File: src/rtl/fsf_pkg.sv
// fault status flag bank: shared constants, carriers and state codes
package fsf_pkg;

	localparam int REG_AW = 8;
	localparam int REG_DW = 16;

	// register addresses
	localparam logic [7:0] ADDR_DIG_STATUS = 8'h05;
	localparam logic [7:0] ADDR_OVERCURRENT_TRIP_STATUS = 8'h06;
	localparam logic [7:0] ADDR_PIN_READBACK = 8'h07;

	// reset values
	localparam logic [15:0] RST_DIG_STATUS = 16'hec00;
	localparam logic [15:0] RST_OVERCURRENT_TRIP_STATUS = 16'h000f;
	localparam logic [15:0] RST_PIN_READBACK = 16'h0000;

	// digital status field positions
	localparam int BIT_CFG_ONE_CRC = 15;
	localparam int BIT_CFG_TWO_CRC = 14;
	localparam int BIT_CFG_THREE_CRC = 13;
	localparam int BIT_MEM_CRC = 11;
	localparam int BIT_OTP_BANK = 10;

	// overcurrent status field positions
	localparam int BIT_A_HIGH = 3;
	localparam int BIT_A_LOW = 2;
	localparam int BIT_B_HIGH = 1;
	localparam int BIT_B_LOW = 0;

	// writable (write-one-to-restore) bits of each register
	localparam logic [15:0] MASK_DIG_W1R = 16'he800;
	localparam logic [15:0] MASK_OCC_W1R = 16'h000f;
	// readback register: bits 9:0 carry data, the rest read zero
	localparam int PIN_RB_W = 10;

	// number of digital flags and overcurrent flags
	localparam int NUM_DIG_FLAGS = 4;
	localparam int NUM_OCC_FLAGS = 4;

	// persistence counter width and default count of conversions
	localparam int PERSIST_W = 8;
	localparam logic [7:0] PERSIST_DEF = 8'h01;

	// otp bank codes as seen in the status bit
	localparam logic OTP_PRIMARY = 1'b1;
	localparam logic OTP_BACKUP = 1'b0;

	typedef struct packed {
		logic wr;
		logic rd;
		logic [7:0] addr;
		logic [15:0] wdata;
	} fsf_reg_req_s;

	typedef struct packed {
		logic cfg_one;
		logic cfg_two;
		logic cfg_three;
		logic mem;
	} fsf_crc_evt_s;

	typedef struct packed {
		logic conv_a;
		logic a_above_high;
		logic a_below_low;
		logic conv_b;
		logic b_above_high;
		logic b_below_low;
	} fsf_occ_cmp_s;

	// boot sequencer, gray along wait -> capture -> run
	typedef enum logic [1:0] {
		BOOT_WAIT = 2'b00,
		BOOT_CAPT = 2'b01,
		BOOT_RUN = 2'b11
	} fsf_boot_e;

endpackage

File: src/rtl/fsf_fault_status_bank.sv
// fault status register bank: crc, otp bank, overcurrent flags, pin readback
`timescale 1ns/1ps
// Function
// section one crc fault clears bit 15
// section two crc fault clears bit 14
// section three crc fault clears bit 13
// flags read 0 on fault, write 1 restores
// internal memory crc fault clears bit 11
// host resets device on repeating memory fault; host model asks on the first one read
// bit 10 reports selected otp bank
// bank bit excluded from summary digital fault
// host resets device when backup bank used
// digital status at 05h, reset ec00h, zeros
// channel a high persistence clears bit 3
// channel a low persistence clears bit 2
// channel b high persistence clears bit 1
// channel b low persistence clears bit 0
// overcurrent status at 06h, reset 000fh
// pin readback at 07h, resets to 0000h
// flags stay low until host restores
// zero writes and read-only writes change nothing
module fsf_fault_status_bank #(
	parameter int PERSIST_W = fsf_pkg::PERSIST_W
) (
	input wire logic clk,
	input wire logic reset_n,
	input wire fsf_pkg::fsf_reg_req_s reg_req,
	output logic [15:0] reg_rdata_ff,
	output logic reg_rd_valid_ff,
	output logic reg_addr_err_ff,
	input wire fsf_pkg::fsf_crc_evt_s crc_evt,
	input wire logic otp_backup_sel,
	input wire fsf_pkg::fsf_occ_cmp_s occ_cmp,
	input wire logic [PERSIST_W-1:0] occ_persist_limit,
	input wire logic [fsf_pkg::PIN_RB_W-1:0] pin_readback_in,
	output logic summary_digital_fault_n_ff,
	output logic summary_occ_fault_n_ff,
	output logic boot_done_ff
);

	// true when a request addresses the given register
	function automatic logic addr_hit(input logic [7:0] addr, input logic [7:0] target);
		addr_hit = (addr == target);
	endfunction

	// restore vector: ones written to writable bits of the addressed register
	function automatic logic [15:0] w1_restore(
		input fsf_pkg::fsf_reg_req_s req,
		input logic [7:0] target,
		input logic [15:0] mask
	);
		w1_restore = (req.wr && addr_hit(req.addr, target)) ? (req.wdata & mask) : 16'h0000;
	endfunction

	// picks four flag bits out of a register-wide vector, highest first
	function automatic logic [3:0] gather4(
		input logic [15:0] v,
		input int p3,
		input int p2,
		input int p1,
		input int p0
	);
		gather4 = {v[p3], v[p2], v[p1], v[p0]};
	endfunction

	logic [15:0] dig_restore;
	logic [15:0] occ_restore;
	logic [fsf_pkg::NUM_DIG_FLAGS-1:0] dig_evt_vec;
	logic [fsf_pkg::NUM_DIG_FLAGS-1:0] dig_restore_vec;
	logic [fsf_pkg::NUM_DIG_FLAGS-1:0] dig_flags_n;
	logic [fsf_pkg::NUM_OCC_FLAGS-1:0] occ_evt_vec;
	logic [fsf_pkg::NUM_OCC_FLAGS-1:0] occ_restore_vec;
	logic [fsf_pkg::NUM_OCC_FLAGS-1:0] occ_flags_n;
	logic a_high_trip;
	logic a_low_trip;
	logic b_high_trip;
	logic b_low_trip;
	logic otp_bank_ff;
	logic [fsf_pkg::PIN_RB_W-1:0] pin_rb_ff;
	fsf_pkg::fsf_boot_e boot_state_ff;
	fsf_pkg::fsf_boot_e nxt_boot_state;
	logic [15:0] dig_status;
	logic [15:0] overcurrent_trip_status;
	logic [15:0] pin_status;
	logic [15:0] nxt_rdata;
	logic nxt_addr_err;

	// write decode; read-only and reserved bits are masked out
	assign dig_restore = w1_restore(reg_req, fsf_pkg::ADDR_DIG_STATUS,
		fsf_pkg::MASK_DIG_W1R);
	assign occ_restore = w1_restore(reg_req, fsf_pkg::ADDR_OVERCURRENT_TRIP_STATUS,
		fsf_pkg::MASK_OCC_W1R);

	// digital flags, index 3..0 = section one, two, three, memory
	assign dig_evt_vec = {crc_evt.cfg_one, crc_evt.cfg_two, crc_evt.cfg_three,
		crc_evt.mem};
	assign dig_restore_vec = gather4(dig_restore, fsf_pkg::BIT_CFG_ONE_CRC,
		fsf_pkg::BIT_CFG_TWO_CRC, fsf_pkg::BIT_CFG_THREE_CRC, fsf_pkg::BIT_MEM_CRC);

	// sticky flags; an event beats a same-cycle restore
	fsf_flag_cell #(
		.N(fsf_pkg::NUM_DIG_FLAGS)
	) u_dig_flags (
		.clk(clk),
		.reset_n(reset_n),
		.fault_evt(dig_evt_vec),
		.restore(dig_restore_vec),
		.flags_n_ff(dig_flags_n)
	);

	// overcurrent persistence per channel and direction
	fsf_trip_persist #(
		.CW(PERSIST_W)
	) u_a_high (
		.clk(clk),
		.reset_n(reset_n),
		.conv_strobe(occ_cmp.conv_a),
		.past_threshold(occ_cmp.a_above_high),
		.limit(occ_persist_limit),
		.trip_ff(a_high_trip)
	);

	fsf_trip_persist #(
		.CW(PERSIST_W)
	) u_a_low (
		.clk(clk),
		.reset_n(reset_n),
		.conv_strobe(occ_cmp.conv_a),
		.past_threshold(occ_cmp.a_below_low),
		.limit(occ_persist_limit),
		.trip_ff(a_low_trip)
	);

	fsf_trip_persist #(
		.CW(PERSIST_W)
	) u_b_high (
		.clk(clk),
		.reset_n(reset_n),
		.conv_strobe(occ_cmp.conv_b),
		.past_threshold(occ_cmp.b_above_high),
		.limit(occ_persist_limit),
		.trip_ff(b_high_trip)
	);

	fsf_trip_persist #(
		.CW(PERSIST_W)
	) u_b_low (
		.clk(clk),
		.reset_n(reset_n),
		.conv_strobe(occ_cmp.conv_b),
		.past_threshold(occ_cmp.b_below_low),
		.limit(occ_persist_limit),
		.trip_ff(b_low_trip)
	);

	// overcurrent flags, index 3..0 = a high, a low, b high, b low
	assign occ_evt_vec = {a_high_trip, a_low_trip, b_high_trip, b_low_trip};
	assign occ_restore_vec = gather4(occ_restore, fsf_pkg::BIT_A_HIGH,
		fsf_pkg::BIT_A_LOW, fsf_pkg::BIT_B_HIGH, fsf_pkg::BIT_B_LOW);

	// sticky trip flags; a trip beats a same-cycle restore
	fsf_flag_cell #(
		.N(fsf_pkg::NUM_OCC_FLAGS)
	) u_occ_flags (
		.clk(clk),
		.reset_n(reset_n),
		.fault_evt(occ_evt_vec),
		.restore(occ_restore_vec),
		.flags_n_ff(occ_flags_n)
	);

	// boot sequencer: the bank strap is caught on the second clock edge after reset release
	always_comb begin
		nxt_boot_state = boot_state_ff;
		unique case (boot_state_ff)
			fsf_pkg::BOOT_WAIT: begin
				nxt_boot_state = fsf_pkg::BOOT_CAPT;
			end
			fsf_pkg::BOOT_CAPT: begin
				nxt_boot_state = fsf_pkg::BOOT_RUN;
			end
			fsf_pkg::BOOT_RUN: begin
				nxt_boot_state = fsf_pkg::BOOT_RUN;
			end
			default: begin
				nxt_boot_state = fsf_pkg::BOOT_WAIT;
			end
		endcase
	end

	always_ff @(posedge clk or negedge reset_n) begin
		if (!reset_n) begin
			boot_state_ff <= fsf_pkg::BOOT_WAIT;
		end else begin
			boot_state_ff <= nxt_boot_state;
		end
	end

	always_ff @(posedge clk or negedge reset_n) begin
		if (!reset_n) begin
			boot_done_ff <= 1'b0;
		end else begin
			boot_done_ff <= (nxt_boot_state == fsf_pkg::BOOT_RUN);
		end
	end

	// bank bit: primary until the strap is caught, read-only afterwards
	always_ff @(posedge clk or negedge reset_n) begin
		if (!reset_n) begin
			otp_bank_ff <= fsf_pkg::RST_DIG_STATUS[fsf_pkg::BIT_OTP_BANK];
		end else if (boot_state_ff == fsf_pkg::BOOT_CAPT) begin
			otp_bank_ff <= otp_backup_sel ? fsf_pkg::OTP_BACKUP : fsf_pkg::OTP_PRIMARY;
		end
	end

	// pin readback sampled every cycle, cleared by reset
	always_ff @(posedge clk or negedge reset_n) begin
		if (!reset_n) begin
			pin_rb_ff <= fsf_pkg::RST_PIN_READBACK[fsf_pkg::PIN_RB_W-1:0];
		end else begin
			pin_rb_ff <= pin_readback_in;
		end
	end

	// register images; reserved bits forced to zero
	always_comb begin
		dig_status = 16'h0000;
		dig_status[fsf_pkg::BIT_CFG_ONE_CRC] = dig_flags_n[3];
		dig_status[fsf_pkg::BIT_CFG_TWO_CRC] = dig_flags_n[2];
		dig_status[fsf_pkg::BIT_CFG_THREE_CRC] = dig_flags_n[1];
		dig_status[fsf_pkg::BIT_MEM_CRC] = dig_flags_n[0];
		dig_status[fsf_pkg::BIT_OTP_BANK] = otp_bank_ff;
	end

	always_comb begin
		overcurrent_trip_status = 16'h0000;
		overcurrent_trip_status[fsf_pkg::BIT_A_HIGH] = occ_flags_n[3];
		overcurrent_trip_status[fsf_pkg::BIT_A_LOW] = occ_flags_n[2];
		overcurrent_trip_status[fsf_pkg::BIT_B_HIGH] = occ_flags_n[1];
		overcurrent_trip_status[fsf_pkg::BIT_B_LOW] = occ_flags_n[0];
	end

	always_comb begin
		pin_status = 16'h0000;
		pin_status[fsf_pkg::PIN_RB_W-1:0] = pin_rb_ff;
	end

	// read mux; unmapped addresses return zero and raise the error flag
	always_comb begin
		nxt_rdata = 16'h0000;
		nxt_addr_err = 1'b0;
		if (addr_hit(reg_req.addr, fsf_pkg::ADDR_DIG_STATUS)) begin
			nxt_rdata = dig_status;
		end else if (addr_hit(reg_req.addr, fsf_pkg::ADDR_OVERCURRENT_TRIP_STATUS)) begin
			nxt_rdata = overcurrent_trip_status;
		end else if (addr_hit(reg_req.addr, fsf_pkg::ADDR_PIN_READBACK)) begin
			nxt_rdata = pin_status;
		end else begin
			nxt_addr_err = 1'b1;
		end
	end

	always_ff @(posedge clk or negedge reset_n) begin
		if (!reset_n) begin
			reg_rd_valid_ff <= 1'b0;
		end else begin
			reg_rd_valid_ff <= reg_req.rd;
		end
	end

	// read data holds until the next read
	always_ff @(posedge clk or negedge reset_n) begin
		if (!reset_n) begin
			reg_rdata_ff <= 16'h0000;
		end else if (reg_req.rd) begin
			reg_rdata_ff <= nxt_rdata;
		end
	end

	always_ff @(posedge clk or negedge reset_n) begin
		if (!reset_n) begin
			reg_addr_err_ff <= 1'b0;
		end else begin
			reg_addr_err_ff <= (reg_req.rd || reg_req.wr) && nxt_addr_err;
		end
	end

	// summaries follow the flags one cycle later; bank bit left out
	always_ff @(posedge clk or negedge reset_n) begin
		if (!reset_n) begin
			summary_digital_fault_n_ff <= 1'b1;
		end else begin
			summary_digital_fault_n_ff <= &dig_flags_n;
		end
	end

	always_ff @(posedge clk or negedge reset_n) begin
		if (!reset_n) begin
			summary_occ_fault_n_ff <= 1'b1;
		end else begin
			summary_occ_fault_n_ff <= &occ_flags_n;
		end
	end

endmodule

File: src/rtl/fsf_flag_cell.sv
// sticky active-low fault flags with write-one restore
`timescale 1ns/1ps
module fsf_flag_cell #(
	parameter int N = 4
) (
	input wire logic clk,
	input wire logic reset_n,
	input wire logic [N-1:0] fault_evt,
	input wire logic [N-1:0] restore,
	output logic [N-1:0] flags_n_ff
);

	logic [N-1:0] nxt_flags_n;

	always_comb begin
		nxt_flags_n = flags_n_ff;
		for (int i = 0; i < N; i++) begin
			if (fault_evt[i]) begin
				// event beats a restore in the same cycle
				nxt_flags_n[i] = 1'b0;
			end else if (restore[i]) begin
				nxt_flags_n[i] = 1'b1;
			end
		end
	end

	always_ff @(posedge clk or negedge reset_n) begin
		if (!reset_n) begin
			flags_n_ff <= '1;
		end else begin
			flags_n_ff <= nxt_flags_n;
		end
	end

endmodule

File: src/rtl/fsf_trip_persist.sv
// counts consecutive conversions past a threshold, pulses on each such conversion once the count is at or past limit
`timescale 1ns/1ps
module fsf_trip_persist #(
	parameter int CW = 8
) (
	input wire logic clk,
	input wire logic reset_n,
	input wire logic conv_strobe,
	input wire logic past_threshold,
	input wire logic [CW-1:0] limit,
	output logic trip_ff
);

	logic [CW-1:0] run_cnt_ff;
	logic [CW-1:0] nxt_run_cnt;
	logic [CW-1:0] eff_limit;

	// a limit of zero behaves as one conversion
	assign eff_limit = (limit == '0) ? CW'(1) : limit;

	always_comb begin
		nxt_run_cnt = run_cnt_ff;
		if (conv_strobe) begin
			if (!past_threshold) begin
				nxt_run_cnt = '0;
			end else if (run_cnt_ff != '1) begin
				nxt_run_cnt = run_cnt_ff + CW'(1);
			end
		end
	end

	always_ff @(posedge clk or negedge reset_n) begin
		if (!reset_n) begin
			run_cnt_ff <= '0;
		end else begin
			run_cnt_ff <= nxt_run_cnt;
		end
	end

	always_ff @(posedge clk or negedge reset_n) begin
		if (!reset_n) begin
			trip_ff <= 1'b0;
		end else begin
			trip_ff <= conv_strobe && past_threshold && (nxt_run_cnt >= eff_limit);
		end
	end

endmodule

File: config.mk
export PLATFORM = sky130hd
export DESIGN_NAME = fsf_fault_status_bank
export DESIGN_NICKNAME = d
export VERILOG_FILES = /design/src/rtl/fsf_pkg.sv /design/src/rtl/fsf_fault_status_bank.sv /design/src/rtl/fsf_flag_cell.sv /design/src/rtl/fsf_trip_persist.sv
export SDC_FILE = /design/constraint.sdc
export NUM_CORES = 1
export LEC_CHECK = 0
export ABC_AREA = 1
export BUFFER_PORTS_ARGS = -buffer_cell sky130_fd_sc_hd__buf_2
export CORE_MARGIN = 2
export CORE_UTILIZATION = 40
export CTS_BUF_LIST = sky130_fd_sc_hd__clkbuf_4 sky130_fd_sc_hd__clkbuf_8
export CTS_CLUSTER_DIAMETER = 150
export CTS_CLUSTER_SIZE = 10
export DETAILED_ROUTE_END_ITERATION = 10
export GPL_TIMING_DRIVEN = 0
export PLACE_DENSITY = 0.69
export SETUP_SLACK_MARGIN = 0.5
export SLEW_MARGIN = 20
export SYNTH_ARGS = -nofsm -noshare
export SYNTH_HDL_FRONTEND = slang
export SYNTH_SLANG_ARGS = --single-unit
export TNS_END_PERCENT = 5
File: constraint.sdc
create_clock -name clk -period 3.3 [get_ports clk]
set_clock_uncertainty 0.05 [all_clocks]
set_input_delay 0.66 -clock clk [delete_from_list [all_inputs] [get_ports clk]]
set_output_delay 0.66 -clock clk [all_outputs]
set_load 0.05 [all_outputs]
==> results.txt <==
Post-synth top flop -> dfrtp_1
Fillers -> 1055
# nets final -> 732
Mapped Area -> 4460 um^2
Fraction of final layout cells sized beyond drive strength 1 -> 0.216
CTS Buffer Depth -> 2
Syn Area/Cell -> 7.95 um^2
Post-synthesis cell count -> 561
Setup ws final -> 956 ps
Final Cycle Share -> 0.710
Vias per cell -> 4.97
Die Y -> 110 um
Syn nets -> 654
Top cells by area, synth -> dfrtp_1 36%, nand2_1 13%, ha_1 10%
Worst-Skew Late Latency -> 360 ps
Post-DP HPWL -> 7.58 mm
Endpoints failing setup -> 0
Vias -> 3896
CTS tree -> built
Setup_tns -> 0 ps
Max Freq -> 0.427 GHz
Asr flop ratio synth -> 1.00
I/O pin count -> 78
Vias in the first global route -> 3717
Synth Warn # -> 0
Die ar. -> 12000 um^2
Area leader, netlist -> dfrtp_1
Critical path peak fanout -> 8
Port bufs -> 66
Slew Viols, Final -> 0
Hold Crit Class -> input pin to asynchronous set/reset pin
Clock sink count -> 76
Worst endpoint required time -> 3510 ps
Root buffer cell -> clkbuf_8
Num CTS Buffers -> 9
Worst path slowest cell -> dfrtp_1
Status -> completed
Slew Limit Headroom -> 0.627
CP top delay family -> simple AND/OR/NAND/NOR gates
Grt ovf -> 0
Initial antenna violation count -> 0
Met2 usage -> 0.305
Grt peak-use layer -> met2
Kind of critical path -> register to register
Drt first pass iters -> 5
Synth-to-layout area growth -> 16.6%
Netlist cell types -> 38
RSZ-0062 raised after global routing -> no
CP endpoint kind -> register
Row count -> 38
Die width -> 110 um
Cell mode on critical path -> nand2_1
Critical path arrival -> 2550 ps
Register area share after synthesis -> 0.430
DR WL/cell -> 12.5 um
Final Hold Viols -> 0
Most common cell in the netlist -> nand2_1
Clock Pin Slew Worst Setup and Hold Paths -> 80 ps
#FFs+latches synth -> 76
M3 GR Usage -> 0.0468
Post-route ant nets -> 0
Placed cell areas -> 4990 um^2
WP buf/inv -> 0
Yosys top cell area share -> 0.365
Total Routed Length -> 9.82 mm
Ant. Diodes -> 0
Initial Util -> 0.411
CP peak stage delay -> 400 ps
Setup Slack @ Placement -> 753 ps
Placer Congestion -> 0.842
Cts hold-fix bufs -> 0
Min Tclk post-route -> 2340 ps
Static leakage -> 0.00276 uW
Top cells by count, synth -> 159 x nand2_1, 71 x inv_1, 65 x dfrtp_1
Post-CTS Resized -> 0
Post-CTS setup buffers -> 0
Max VDD drop -> 0.000293 V
Drc violations -> 0
Final Cell Area -> 5200 um^2
Worst-Margin Slew -> 558 ps
Startpoint Class -> register
EDFF count, synth -> 0
Drt initial violations -> 249
Total power -> 2100 uW
Worst Reg2Reg Path Length in Cells -> 13
Worst path depth -> 13
Max Cap Viol -> 0
GRT Total Usage -> 0.176
Largest net degree at the start of global routing -> 48
H-tree depth -> 3
First-pass GRT wire length -> 16.5 mm
Worst Hold Margin -> 173 ps
Met1 Use GR -> 0.216
PwrDens -> 403 nW/um^2
Floorplan Core Area -> 10800 um^2
Crit path cell chain -> ha_1, nand2_1, nor2_2, nand2_4, o21ai_0, o21ai_0, ha_1, nand2_1, nand3b_1, nand2_1, nand2_1, nand2_1, a21oi_1
-- report_power, final --
| part | switching [uW] | leakage (uW) | internal [uW] |
|---|---|---|---|
| clock network | 354 | 0.000103 | 381 |
| registers | 39.0 | 0.000969 | 994 |
| logic | 209 | 0.00169 | 119 |
-- cells in the final DEF (no fill, tap or decap), types with 2 or more instances in the layout --
master    instances
nand3_2           3
o21ai_0          19
clkbuf_1          3
o211ai_1          5
nand3_1          49
nand2_4           2
o21ai_1           3
ha_1             36
clkbuf_8         10
nand2_2           6
inv_1            71
nor3_1            5
nor2_2            6
a31oi_1           4
a21oi_1          27
o21a_1            5
buf_2            69
inv_2             6
nor2_1           38
nand3b_1          5
nor2_4            5
nand4_1           2
nand2_1         159
nor4_1            2
dfrtp_1          65
o21ai_2           6
dfstp_2          11
buf_4             3
or2_2             2
-- worst reg2reg max path: cells and delay by family, from the launching register on --
family | cells | cell delay, ps
fa+ha+maj | 2 | 560
compound gates | 3 | 540
flops | 1 | 400
simple gates | 8 | 680
-- stage by stage --
stage | cells | util
after floorplan | 561 | -
after global placement | 767 | 0.458
after detailed placement | 768 | 0.461
after CTS | 784 | 0.480
after global routing | 784 | 0.480
final | 784 | 0.480
-- registers in the layout, indices dropped and copies added, names as in the netlist --
signal and flops:
u_a_low.trip_ff 1, u_a_high.run_cnt_ff 8, summary_occ_fault_n_ff 1, u_b_low.trip_ff 1
reg_rdata_ff 15, reg_rd_valid_ff 1, boot_done_ff 1, reg_addr_err_ff 1
summary_digital_fault_n_ff 1, u_a_low.run_cnt_ff 8, pin_rb_ff 10, u_b_high.trip_ff 1
u_b_high.run_cnt_ff 8, otp_bank_ff 1, boot_state_ff 1, u_a_high.trip_ff 1
u_dig_flags.flags_n_ff 4, u_occ_flags.flags_n_ff 4, u_b_low.run_cnt_ff 8
-- kinds of logic (layout without fill, tap and decap cells) --
family,Yosys count,count (layout),synth area share
AND/OR/NAND/NOR,287,287,0.293
buffers and inverters,86,169,0.0752
flip-flops,76,76,0.430
AO/OA/AOI/OAI,73,73,0.0960
adder cells (fa/ha/maj),36,36,0.101
XOR/XNOR,2,2,0.00393
other,1,1,0.000841
-- layer usage --
| layer | up-vias | routed length, um | share of wire |
|---|---|---|---|
| met3 | 7 | 761 | 0.078 |
| met1 | 1804 | 4250 | 0.43 |
| met5 | - | 0 | 0 |
| li1 | 1964 | - | - |
| met4 | 0 | 99 | 0.010 |
| met2 | 121 | 4710 | 0.48 |
-- final timing paths --
path,start,end,slack [ps]
worst max-delay path,u_b_high.run_cnt_ff[0],u_b_high.trip_ff,960
worst min-delay path,reset_n,pin_rb_ff[6],170
worst max register to register,u_b_high.run_cnt_ff[0],u_b_high.trip_ff,960
worst min register to register,u_a_low.trip_ff,u_occ_flags.flags_n_ff[2],320
max in group asynchronous,reset_n,summary_occ_fault_n_ff,2400
min in group clk,u_a_low.trip_ff,u_occ_flags.flags_n_ff[2],320
-- cell type report --
| type | instances | area [um^2] | share of cell area |
|---|---|---|---|
| multi-input cells | 399 | 2210 | 0.425 |
| flip-flops and latches | 76 | 1920 | 0.368 |
| repair buffers | 67 | 360 | 0.0693 |
| inverters | 77 | 289 | 0.0556 |
| well taps | 140 | 175 | 0.0337 |
| clock buffers | 11 | 145 | 0.0279 |
| clock inverters | 5 | 60.1 | 0.0115 |
| plain buffers | 9 | 46.3 | 0.00890 |
Note: power is estimated with default switching activity, not from simulation.
